## src/mma_pkg.sv

```systemverilog
// constants and types shared by the multiply-accumulate-and-move unit
// assumes one core clock and the decoder handing over the third opcode byte
package mma_pkg;
	localparam int ACC_W = 40;
	localparam int OP_W = 16;
	localparam int PROD_W = 32;
	localparam int ADDR_W = 16;
	localparam logic [7:0] FIRST_BYTE = 8'h93;
	localparam logic [7:0] OPC_U_ADD = 8'h18;
	localparam logic [7:0] OPC_U_ADD_RND = 8'h19;
	localparam logic [7:0] OPC_SU_ADD = 8'h58;
	localparam logic [7:0] OPC_SU_ADD_RND = 8'h59;
	localparam logic [7:0] OPC_SU_SUB = 8'h68;
	localparam logic [7:0] OPC_U_SUB = 8'h28;
	localparam logic [39:0] RND_CONST = 40'h00_0000_8000;
	localparam logic [39:0] ACC_RST = 40'h00_0000_0000;
	localparam logic [39:0] SAT_MAX = 40'h7f_ffff_ffff;
	localparam logic [39:0] SAT_MIN = 40'h80_0000_0000;
	localparam int LOW_W = 16;
	localparam int EXT_MSB = 39;
	localparam int EXT_LSB = 31;
	typedef enum logic [2:0] {
		MMA_IDLE = 3'b001,
		MMA_EXEC = 3'b010,
		MMA_DONE = 3'b100
	} mma_state_t;
endpackage

```

## src/mma_decode.sv

```systemverilog
// opcode decode for the multiply-accumulate-and-move family
// assumes a four-byte instruction already collected by the core
`timescale 1ns/1ps
`default_nettype none
module mma_decode (
	input wire logic [7:0] byte0,
	input wire logic [7:0] byte2,
	output logic valid,
	output logic signed_op1,
	output logic subtract,
	output logic round
);
	import mma_pkg::*;
	always_comb begin
		valid = 1'b0;
		signed_op1 = 1'b0;
		subtract = 1'b0;
		round = 1'b0;
		if (byte0 == FIRST_BYTE) begin
			case (byte2)
				OPC_U_ADD: begin
					valid = 1'b1;
				end
				OPC_U_ADD_RND: begin
					valid = 1'b1;
					round = 1'b1;
				end
				OPC_SU_ADD: begin
					valid = 1'b1;
					signed_op1 = 1'b1;
				end
				OPC_SU_ADD_RND: begin
					valid = 1'b1;
					signed_op1 = 1'b1;
					round = 1'b1;
				end
				OPC_SU_SUB: begin
					valid = 1'b1;
					signed_op1 = 1'b1;
					subtract = 1'b1;
				end
				OPC_U_SUB: begin
					valid = 1'b1;
					subtract = 1'b1;
				end
				default: begin
					valid = 1'b0;
				end
			endcase
		end
	end
endmodule
`default_nettype wire

```

## src/mma_unit.sv

```systemverilog
// multiply-accumulate-and-move datapath with its flag set
// assumes operands already read from the data memory; issues one memory write
// Overview of operation
// - unsigned forms multiply 16x16 unsigned, zero-extend the 32-bit product.
// - signed-unsigned forms treat first operand signed, second unsigned.
// - signed-unsigned product is sign-extended to 40 bits.
// - additive forms add extended product into the accumulator.
// - subtracting forms subtract extended product from the accumulator.
// - rounding forms add 00_0000_8000 to the result.
// - rounding forms clear the low accumulator word.
// - copy the word addressed by the source pointer elsewhere in memory.
// - move destination comes from the pointer update.
// - move happens in the same instruction as the arithmetic.
// - additive overflow flag set when 40-bit signed result overflows.
// - subtracting forms set overflow flag on underflow.
// - sticky overflow set on additive overflow, else held.
// - sticky overflow set on underflow, else held.
// - sticky limit flag set when result saturated, else held.
// - extension flag set when result uses the extension byte.
// - additive forms set carry flag on carry out.
// - subtracting forms set carry flag on borrow.
// - zero flag set when stored result is zero.
// - negative flag follows the stored result's top bit.
// - first byte 93, third byte 18, 19, 28, 58, 59, 68 select the forms.
`timescale 1ns/1ps
`default_nettype none
module mma_unit #(
	parameter int ACC_WIDTH = 40
) (
	input wire logic core_clk,
	input wire logic sys_rst,
	input wire logic issue,
	input wire logic [7:0] opcode_byte0,
	input wire logic [7:0] opcode_byte2,
	input wire logic [mma_pkg::OP_W-1:0] operand_a,
	input wire logic [mma_pkg::OP_W-1:0] operand_word_register,
	input wire logic [mma_pkg::OP_W-1:0] move_data,
	input wire logic [mma_pkg::ADDR_W-1:0] move_source_pointer,
	input wire logic [mma_pkg::ADDR_W-1:0] pointer_modifier,
	input wire logic pointer_decrement,
	input wire logic saturate_enable,
	output logic busy,
	output logic done,
	output logic illegal_opcode,
	output logic [mma_pkg::ACC_W-1:0] product_sum_register,
	output logic mem_wr_en,
	output logic [mma_pkg::ADDR_W-1:0] mem_wr_addr,
	output logic [mma_pkg::OP_W-1:0] mem_wr_data,
	output logic result_overflow_flag,
	output logic sticky_limit_flag,
	output logic extension_used_flag,
	output logic sticky_overflow_flag,
	output logic carry_borrow_flag,
	output logic zero_result_flag,
	output logic negative_result_flag
);
	import mma_pkg::*;

	if (ACC_WIDTH != ACC_W) begin : g_chk
		$error("accumulator width must be 40");
	end

	// decoded form, only meaningful while the opcode bytes stand with issue
	logic dec_valid;
	logic dec_signed;
	logic dec_sub;
	logic dec_rnd;
	mma_decode u_dec (
		.byte0(opcode_byte0),
		.byte2(opcode_byte2),
		.valid(dec_valid),
		.signed_op1(dec_signed),
		.subtract(dec_sub),
		.round(dec_rnd)
	);

	// state and result registers; flags hold until the next accepted form
	mma_state_t st_q;
	mma_state_t st_d;
	logic [ACC_W-1:0] acc_q;
	logic [ACC_W-1:0] acc_d;
	logic busy_q;
	logic busy_d;
	logic done_q;
	logic done_d;
	logic ill_q;
	logic ill_d;
	logic wr_q;
	logic wr_d;
	logic [ADDR_W-1:0] wa_q;
	logic [ADDR_W-1:0] wa_d;
	logic [OP_W-1:0] wd_q;
	logic [OP_W-1:0] wd_d;
	logic ov_q;
	logic ov_d;
	logic sl_q;
	logic sl_d;
	logic ext_q;
	logic ext_d;
	logic sv_q;
	logic sv_d;
	logic cy_q;
	logic cy_d;
	logic z_q;
	logic z_d;
	logic n_q;
	logic n_d;

	// arithmetic operands latched at issue, so execution is one cycle later
	logic [OP_W-1:0] a_q;
	logic [OP_W-1:0] a_d;
	logic [OP_W-1:0] b_q;
	logic [OP_W-1:0] b_d;
	logic sgn_q;
	logic sgn_d;
	logic sub_q;
	logic sub_d;
	logic rnd_q;
	logic rnd_d;

	// datapath terms, from the latched operands except saturate_enable, which is read live in the execute cycle
	logic [PROD_W-1:0] prod;
	logic [ACC_W-1:0] ext_prod;
	// one spare bit on the sums carries the carry or borrow out
	logic [ACC_W:0] sum1;
	logic [ACC_W:0] sum2;
	logic [ACC_W-1:0] res;
	logic [ACC_W-1:0] final_res;
	logic ovf;
	logic cy;
	logic sat;
	logic signed [OP_W:0] a_ext;
	logic signed [OP_W:0] b_ext;
	logic signed [2*OP_W+1:0] sprod;

	always_comb begin
		a_ext = sgn_q ? {a_q[OP_W-1], a_q} : {1'b0, a_q};
		b_ext = {1'b0, b_q};
		// one 17x17 signed multiply serves both the plain and the mixed-sign forms
		sprod = a_ext * b_ext;
		prod = sprod[PROD_W-1:0];
		// sign-extend only when the first operand is signed
		ext_prod = sgn_q ? {{(ACC_W-PROD_W){prod[PROD_W-1]}}, prod}
			: {{(ACC_W-PROD_W){1'b0}}, prod};
		if (sub_q) begin
			sum1 = {1'b0, acc_q} - {1'b0, ext_prod};
		end else begin
			sum1 = {1'b0, acc_q} + {1'b0, ext_prod};
		end
		sum2 = rnd_q ? {1'b0, sum1[ACC_W-1:0]} + {1'b0, RND_CONST} : sum1;
		res = sum2[ACC_W-1:0];
		// carry reflects the accumulate step; rounding carry folded in
		cy = sum1[ACC_W] ^ (rnd_q & sum2[ACC_W]);
		// signed overflow over both steps, judged by sign of operands and result
		ovf = sub_q ? ((acc_q[EXT_MSB] != ext_prod[EXT_MSB]) && (res[EXT_MSB] != acc_q[EXT_MSB]))
			: ((acc_q[EXT_MSB] == ext_prod[EXT_MSB]) && (res[EXT_MSB] != acc_q[EXT_MSB]));
		sat = saturate_enable & ovf;
		// clamp side from the old sign: an overflowing add keeps the operands' sign
		if (sat) begin
			final_res = acc_q[EXT_MSB] ? SAT_MIN : SAT_MAX;
		end else begin
			final_res = res;
		end
		// cleared after the clamp too, so a saturated rounded result keeps it
		if (rnd_q) begin
			final_res[LOW_W-1:0] = '0;
		end
	end

	always_comb begin
		st_d = st_q;
		acc_d = acc_q;
		busy_d = 1'b0;
		done_d = 1'b0;
		ill_d = ill_q;
		wr_d = 1'b0;
		wa_d = wa_q;
		wd_d = wd_q;
		a_d = a_q;
		b_d = b_q;
		sgn_d = sgn_q;
		sub_d = sub_q;
		rnd_d = rnd_q;
		ov_d = ov_q;
		sl_d = sl_q;
		ext_d = ext_q;
		sv_d = sv_q;
		cy_d = cy_q;
		z_d = z_q;
		n_d = n_q;
		case (st_q)
			MMA_IDLE: begin
				if (issue) begin
					// an unknown code leaves accumulator, flags and memory untouched
					ill_d = ~dec_valid;
					if (dec_valid) begin
						a_d = operand_a;
						b_d = operand_word_register;
						sgn_d = dec_signed;
						sub_d = dec_sub;
						rnd_d = dec_rnd;
						busy_d = 1'b1;
						st_d = MMA_EXEC;
						// move issued with the operand reads, same instruction
						wr_d = 1'b1;
						wd_d = move_data;
						// pointer arithmetic wraps at 16 bits; bounds are the core's concern
						wa_d = pointer_decrement ? move_source_pointer - 16'h0001
							: move_source_pointer + pointer_modifier;
					end
				end
			end
			MMA_EXEC: begin
				acc_d = final_res;
				// flags written together with the accumulator
				ov_d = ovf;
				sv_d = sv_q | ovf;
				sl_d = sl_q | sat;
				// nine bits: the extension byte and the top bit of the word below it
				ext_d = (final_res[EXT_MSB:EXT_LSB] != '0)
					&& (final_res[EXT_MSB:EXT_LSB] != '1);
				cy_d = cy;
				z_d = (final_res == '0);
				n_d = final_res[EXT_MSB];
				done_d = 1'b1;
				st_d = MMA_DONE;
			end
			// spare cycle; a new issue is ignored until the unit is idle again
			MMA_DONE: begin
				st_d = MMA_IDLE;
			end
			default: begin
				st_d = MMA_IDLE;
			end
		endcase
	end

	always_ff @(posedge core_clk or posedge sys_rst) begin
		if (sys_rst) begin
			st_q <= MMA_IDLE;
			acc_q <= ACC_RST;
			busy_q <= 1'b0;
			done_q <= 1'b0;
			ill_q <= 1'b0;
			wr_q <= 1'b0;
			wa_q <= '0;
			wd_q <= '0;
			a_q <= '0;
			b_q <= '0;
			sgn_q <= 1'b0;
			sub_q <= 1'b0;
			rnd_q <= 1'b0;
			ov_q <= 1'b0;
			sl_q <= 1'b0;
			ext_q <= 1'b0;
			sv_q <= 1'b0;
			cy_q <= 1'b0;
			z_q <= 1'b0;
			n_q <= 1'b0;
		end else begin
			st_q <= st_d;
			acc_q <= acc_d;
			busy_q <= busy_d;
			done_q <= done_d;
			ill_q <= ill_d;
			wr_q <= wr_d;
			wa_q <= wa_d;
			wd_q <= wd_d;
			a_q <= a_d;
			b_q <= b_d;
			sgn_q <= sgn_d;
			sub_q <= sub_d;
			rnd_q <= rnd_d;
			ov_q <= ov_d;
			sl_q <= sl_d;
			ext_q <= ext_d;
			sv_q <= sv_d;
			cy_q <= cy_d;
			z_q <= z_d;
			n_q <= n_d;
		end
	end

	// every output comes straight from a register
	assign busy = busy_q;
	assign done = done_q;
	assign illegal_opcode = ill_q;
	assign product_sum_register = acc_q;
	assign mem_wr_en = wr_q;
	assign mem_wr_addr = wa_q;
	assign mem_wr_data = wd_q;
	assign result_overflow_flag = ov_q;
	assign sticky_limit_flag = sl_q;
	assign extension_used_flag = ext_q;
	assign sticky_overflow_flag = sv_q;
	assign carry_borrow_flag = cy_q;
	assign zero_result_flag = z_q;
	assign negative_result_flag = n_q;
endmodule
`default_nettype wire

```

## config.mk

```make
export PLATFORM = sky130hd
export DESIGN_NAME = mma_unit
export DESIGN_NICKNAME = d
export VERILOG_FILES = /design/src/mma_pkg.sv /design/src/mma_decode.sv /design/src/mma_unit.sv
export SDC_FILE = /design/constraint.sdc
export NUM_CORES = 1
export LEC_CHECK = 0
export BUFFER_PORTS_ARGS = -buffer_cell sky130_fd_sc_hd__buf_2
export CAP_MARGIN = 20
export CORE_ASPECT_RATIO = 0.9
export CORE_MARGIN = 2
export CORE_UTILIZATION = 68
export CTS_BUF_LIST = sky130_fd_sc_hd__clkbuf_4 sky130_fd_sc_hd__clkbuf_8 sky130_fd_sc_hd__clkbuf_16
export DETAILED_ROUTE_END_ITERATION = 7
export HOLD_SLACK_MARGIN = 0.15
export PLACE_DENSITY = 0.94
export SLEW_MARGIN = 0
export SYNTH_ARGS = -nofsm -noshare
export SYNTH_HDL_FRONTEND = slang
export SYNTH_SLANG_ARGS = --single-unit
```

## constraint.sdc

```tcl
create_clock -name core_clk -period 28.8 [get_ports core_clk]
set_input_delay 1.44 -clock core_clk [delete_from_list [all_inputs] [get_ports core_clk]]
set_output_delay 1.44 -clock core_clk [all_outputs]
set_load 0.005 [all_outputs]
```

Word level (Yosys, flattened, before mapping) --
Index checks and enable logic that the tools add are counted.
Cells by class: add/subtract/negate cells 5, $mul 1, equality and inequality tests 15, mux-type cells 24, bitwise gates (word level) 6, reduce and logical (&&, ||, !) cells 12
Operators with widths (number):
- 2-to-1 mux 40 bit | 3
- 2-to-1 mux 41 bit | 2
- adder 40 x 16 -> 41 bit, second input constant | 1
- adder 40 x 40 -> 41 bit | 1
- subtractor 40 x 40 -> 41 bit | 1
- logical NOT 40 bit | 1
- multiplier 17 x 17 -> 32 bit | 1
- 2-to-1 mux 16 bit | 2
- == test 8 x 7 -> 1 bit, second input constant | 3
- 2-to-1 mux 17 bit | 1
- adder 16 bit | 1
- == test 8 x 5 -> 1 bit, second input constant | 2
- subtractor 16 x 1 -> 16 bit, second input constant | 1
- 2-to-1 mux 1 bit | 13
- inequality test 9 bit, second input constant | 1
- nonzero test 9 bit | 1
- == test 8 x 6 -> 1 bit, second input constant | 1
- == test 8 bit, second input constant | 1
- 2-to-1 mux 3 bit | 2
- case mux 3 bit (2 select lines) | 1
- OR reduction 6 bit | 1
- inequality test 2 bit, second input constant | 2
- AND reduction 2 bit | 2
- OR reduction 2 bit | 2
- 11 further kinds | 16
Storage, ports and cells: bits in registers 120, input port bits 101, output and inout bits 83, logic and storage cells 82

Longest topological paths before layout --
depth after elaboration 14, gate-level depth with buffers 44, gate-level depth less buffers 40

Modules after synthesis --
From an unflattened synthesis, not the netlist that was laid out.
Second synthesis, totals: cell total of the unflattened synthesis 2436, area, all modules 20350.8 sq um
By module, submodules not included:
- mma_unit | times used 1, cells each 2424, area each 20248.2 sq um, sequential area each 2979.1 sq um
- mma_decode | times used 1, cells each 12, area each 102.6 sq um, sequential area each 0.0 sq um

Worst setup path after synthesis --
OpenSTA, ideal clock, no wires.
kind register to register, start reg b_q[7], end reg acc_q[11], in the netlist product_sum_register[11], library setup time 0.065 ns, arrival 10.800 ns, required time 28.735 ns, setup slack 17.935 ns, cell stages (with the launch flop) 41, buffers on the path 2, clock period less this slack 10.865 ns, cell sequence dfrtp_1 -> clkbuf_1 -> and2_1 -> fa_1 -> inv_1 -> fa_1 -> fa_1 -> fa_1 -> inv_1 -> fa_1 -> inv_1 -> fa_1 -> inv_1 -> ha_1 -> nand3_1 -> nor3_1 -> a2111oi_2 -> o311ai_0 -> [5 not listed] -> or4_1 -> clkbuf_1 -> and2_1 -> xnor2_1 -> ha_1 -> a21oi_1 -> o21bai_1 -> a21o_1 -> a211o_1 -> o21ai_0 -> nand3_1 -> nor3b_1 -> nand2_1 -> nor4_4 -> mux2i_1 -> nor2b_1 -> a2111oi_0 -> a21o_1
On the way: cells in the longest elaborated chain, start to end 12, elaborated cells on any way between the ends 16, those cells by class 3 x add/sub; 1 x mul; 3 x eq/ne; 6 x mux; 1 x bitwise; 2 x reduce/logical
Ends and longest elaborated chain:
- start: declaration | line mma_unit.sv:112 | logic [OP_W-1:0] b_q;
- start signal: assignment | line mma_unit.sv:249 | b_q <= '0;
- start signal: assignment | line mma_unit.sv:270 | b_q <= b_d;
- multiplier 17 x 17 -> 32 bit (*) | line mma_unit.sv:140 | sprod = a_ext * b_ext;
- 2-to-1 mux 40 bit (*) | line mma_unit.sv:143 | ext_prod = sgn_q ? {{(ACC_W-PROD_W){prod[PROD_W-1]}}, prod}
- adder 40 x 40 -> 41 bit / subtractor 40 x 40 -> 41 bit (equally long branches) | line mma_unit.sv:148, mma_unit.sv:146
- 2-to-1 mux 41 bit | line mma_unit.sv:145 | if (sub_q) begin
- adder 40 x 16 -> 41 bit | line mma_unit.sv:150 | sum2 = rnd_q ? {1'b0, sum1[ACC_W-1:0]} + {1'b0, RND_CONST} : sum1;
- 2-to-1 mux 41 bit | line mma_unit.sv:150
- inequality test 1 bit | line mma_unit.sv:155, mma_unit.sv:156
- logical AND 1 bit (on tied branches) | line mma_unit.sv:156, mma_unit.sv:155
- 2-to-1 mux 1 bit | line mma_unit.sv:155 | ovf = sub_q ? ((acc_q[EXT_MSB] != ext_prod[EXT_MSB]) && (res[EXT_MSB] != acc_q[EXT_MSB]))
- bitwise AND 1 bit | line mma_unit.sv:157 | sat = saturate_enable & ovf;
- 2-to-1 mux 40 bit (*) | line mma_unit.sv:159 | if (sat) begin
- 2-to-1 mux 16 bit (*) | line mma_unit.sv:165 | if (rnd_q) begin
- end signal: assignment | line mma_unit.sv:241 | acc_q <= ACC_RST;
- end signal: assignment | line mma_unit.sv:262 | acc_q <= acc_d;
- end: declaration | line mma_unit.sv:80 | logic [ACC_W-1:0] acc_q;
Mark *: on every way between the ends. The rest lies on a longest branch, timed or not. A chain may end at the register's enable or synchronous reset.

Worst setup path after layout --
start reg a_q[15], end reg acc_q[14], in the netlist product_sum_register[14]
On the way: cells in the longest elaborated chain, start to end 13, elaborated cells on any way between the ends 17, those cells by class 3 x add/sub; 1 x mul; 3 x eq/ne; 7 x mux; 1 x bitwise; 2 x reduce/logical
Ends and longest elaborated chain:
- start: declaration | line mma_unit.sv:110 | logic [OP_W-1:0] a_q;
- start signal: assignment | line mma_unit.sv:248 | a_q <= '0;
- start signal: assignment | line mma_unit.sv:269 | a_q <= a_d;
- 2-to-1 mux 17 bit (*) | line mma_unit.sv:137 | a_ext = sgn_q ? {a_q[OP_W-1], a_q} : {1'b0, a_q};
- multiplier 17 x 17 -> 32 bit (*) | line mma_unit.sv:140
- 2-to-1 mux 40 bit (*) | line mma_unit.sv:143
- adder 40 x 40 -> 41 bit / subtractor 40 x 40 -> 41 bit (equally long branches) | line mma_unit.sv:148, mma_unit.sv:146
- 2-to-1 mux 41 bit | line mma_unit.sv:145
- adder 40 x 16 -> 41 bit | line mma_unit.sv:150
- 2-to-1 mux 41 bit | line mma_unit.sv:150
- inequality test 1 bit | line mma_unit.sv:155, mma_unit.sv:156
- logical AND 1 bit (on tied branches) | line mma_unit.sv:156, mma_unit.sv:155
- 2-to-1 mux 1 bit (*) | line mma_unit.sv:155
- bitwise AND 1 bit (*) | line mma_unit.sv:157
- 2-to-1 mux 40 bit (*) | line mma_unit.sv:159
- 2-to-1 mux 16 bit (*) | line mma_unit.sv:165
Marked as above.

==> metrics.md <==
| Metric | Value |
|---|---|
| Status | completed |
| Final number of setup-violating endpoints | 0 |
| MaxCap Viol Count | 0 |
| Setup Skew | 16.4 ps |
| Post-Syn Area | 0.0200 sq mm |
| Mean Syn Cell Area | 8.21 sq um |
| Die W | 185 microns |
| Clk_lat worst skew | 440 ps |
| Port-buffer cells | 183 |
| Post-synth top flop | dfrtp_1 |
| Slew Viols, Final | 0 |
| Gr ovfl total | 0 |
| Clock tree buffer depth | 2 |
| Fin crit share | 43.6% |
| P&R area growth vs syn | 8.49% |
| Register area share after synthesis | 14.9% |
| Final core occ | 74.9% |
| Setup TNS | 0 ps |
| Most frequent cells in the layout | 415 x nand2_1, 380 x inv_1, 263 x fa_1 |
| Unrepaired setup endpoints after global routing | no |
| IO Count | 184 |
| R2r startpoint | a_q[15]$_DFFE_PP0P_ |
| Site Rows | 59 |
| CTS Root Cell | clkbuf_16 |
| Max H-tree Level | 4 |
| HP Start | sticky_limit_flag$_DFFE_PP0P_ |
| Post-synth EDFFs | 0 |
| Layout cells sized above 1 | 10.1% |
| Warnings, synthesis | 0 |
| Highest clock rate | 79.7 MHz |
| Clock sinks | 119 |
| Number of global-route vias before repair | 18,700 |
| # DRC | 0 |
| Power density over the cells | 20.6 mW/mm^2 |
| Max incr delay on CP | 880 ps |
| Worst Setup SP | a_q[15]$_DFFE_PP0P_ |
| CP endpoint kind | register |
| Crit Path Category | reg -> reg |
| Total CTS buffers | 17 |
| Tot GR Track Use | 37.8% |
| DP HPWL | 43,700 microns |
| Synth Register Bits | 119 |
| Final Hold Viols | 0 |
| Fillers | 2,058 |
| Buf/Inv on CP | 4 |
| Gpl congestion | 0.987 |
| CP Data Required Time | 29,180 ps |
| Initial drt markers | 1,635 |
| CP Max Fanout | 26 |
| CP max-delay cell | xnor2_1 |
| Vias per cell | 6.06 |
| Largest net degree at the start of global routing | 83 |
| CTS tree | built |
| WP data arrival | 12,930 ps |
| Floorplan core area | 0.0289 sq mm |
| Worst slew pin tran | 1090 ps |
| PostCTS Resize Cnt | 0 |
| Netlist cell types | 82 |
| Maximum vdd drop | 39.9 uV |
| Initial antenna violation count | 0 |
| Die Span Y | 167 microns |
| Ant diodes | 0 |
| Synth Instances | 2,433 |
| Total number of vias | 17,900 |
| Crit start category | register |
| Setup Buffers After CTS | 0 |
| Delay-heaviest family, CP | adder cells |
| Hold-fix buffers at CTS | 0 |
| Initial Util | 69.0% |
| Post-synth ARST share | 100% |
| Die area | 0.0308 sq mm |
| Drt total wl | 55,100 microns |
| WL/cell | 18.7 microns |
| Fin nets | 3,043 |
| Clock-pin slew on the worst setup and hold paths | 60 ps |
| DRT Pass-1 Iters | 6 |
| Final Critical Period | 12,550 ps |
| Antenna-violating nets left | 0 |
| Most common cell after layout, fill and taps aside | nand2_1 |
| First-pass GRT wire length | 92,200 microns |
| Worst slew margin | 26.5% |
| Hold Crit Class | reg -> reg |
| Leak pwr | 11.1 nW |
| Mapped Nets | 2,938 |
## layout make-up
| type | instances | area, sq um | share of cell area [%] |
|---|---|---|---|
| clock inverter | 12 | 199 | 0.918 |
| multi-input combinational | 1829 | 15200 | 69.9 |
| inverter | 382 | 1440 | 6.63 |
| timing repair buffer | 189 | 958 | 4.42 |
| tap | 396 | 495 | 2.29 |
| clock buffer | 20 | 454 | 2.10 |
| sequential | 119 | 2980 | 13.7 |
## sequential cells by signal, indices dropped and copies added (netlist names), 3 cells and up
register and cells:
a_q 16, mem_wr_addr 16, b_q 16, product_sum_register 40, mem_wr_data 16, st_q 3
## report_power, final
part / internal (mW) / leakage (nW) / switching [mW]
Clock: 0.158 / 0.309 / 0.0911
Sequential: 0.167 / 1.45 / 0.000519
Combinational: 0.0131 / 9.39 / 0.0159
## synthesized netlist by cell type (18+ instances only)
cell        n  area (sq um)
a21o_1     31           233
a21oi_1    98           490
a31oi_1    24           150
and2_1    139           870
and3_1     19           119
clkbuf_1   87           327
dfrtp_1   118          2950
fa_1      263          5270
ha_1      141          1760
inv_1     382          1430
nand2_1   416          1560
nand2b_1   24           150
nand3_1    30           150
nor2_1     91           342
nor3_1     39           195
nor4_1     18           113
o21ai_0    99           495
o21ai_1    27           135
xnor2_1   106           928
xor2_1     46           403
## stage by stage
step                      worst slack [ps]  cell area, sq um  power [mW]  cells  hold slack [ps]
after floorplan                      17930             20000       0.187   2433              451
after global placement               17010             21000       0.198   2914              447
after detailed placement             16540             21000       0.200   2914              443
after CTS                            16510             21700       0.445   2946              457
after global routing                 15360             21700       0.458   2947              485
final                                16250             21700       0.446   2947              453
## per-layer routing
| layer | GRT usage [%] | part of all wire (%) | vias to the layer above |
|---|---|---|---|
| met3 | 7.30 | 8.5 | 226 |
| met2 | 62.3 | 48 | 980 |
| met4 | 18.2 | 4.7 | 0 |
| met5 | 0 | 0 | - |
| li1 | - | - | 8007 |
| met1 | 48.0 | 39 | 8652 |
## logic make-up (layout without fill, tap and decap cells)
kind of cell / count (synthesis) / after routing / share of synthesized area, %
AOI/OAI and AO/OA: 390 / 390 / 12.1
xor gates and xnor gates: 152 / 152 / 6.66
adders and majority gates: 408 / 408 / 35.4
buffers and inverters: 485 / 603 / 9.33
DFF: 119 / 119 / 14.9
muxes: 8 / 8 / 0.445
and+or+nand+nor: 871 / 871 / 21.2
## worst register-to-register path: cells and delay by family (launching register included)
family | cells | cell delay, ps
adder cells (fa/ha/maj) | 7 | 3580
XOR/XNOR | 5 | 2940
AND/OR/NAND/NOR | 12 | 2770
AO/OA/AOI/OAI | 8 | 1590
flip-flops | 1 | 770
buffers and inverters | 4 | 560
multiplexers | 1 | 280
## worst paths after layout
kind,cells after the start,slack (ps),to
max in group asynchronous,3,26350,product_sum_register[6]$_DFFE_PP0P_
hold reg to reg,1,450,sticky_limit_flag$_DFFE_PP0P_
setup reg to reg,37,16250,product_sum_register[14]$_DFFE_PP0P_
min in group asynchronous,2,1100,mem_wr_addr[3]$_DFFE_PP0P_
setup / recovery,37,16250,product_sum_register[14]$_DFFE_PP0P_
hold / removal,1,450,sticky_limit_flag$_DFFE_PP0P_
Note: power is estimated with default switching activity, not from simulation.
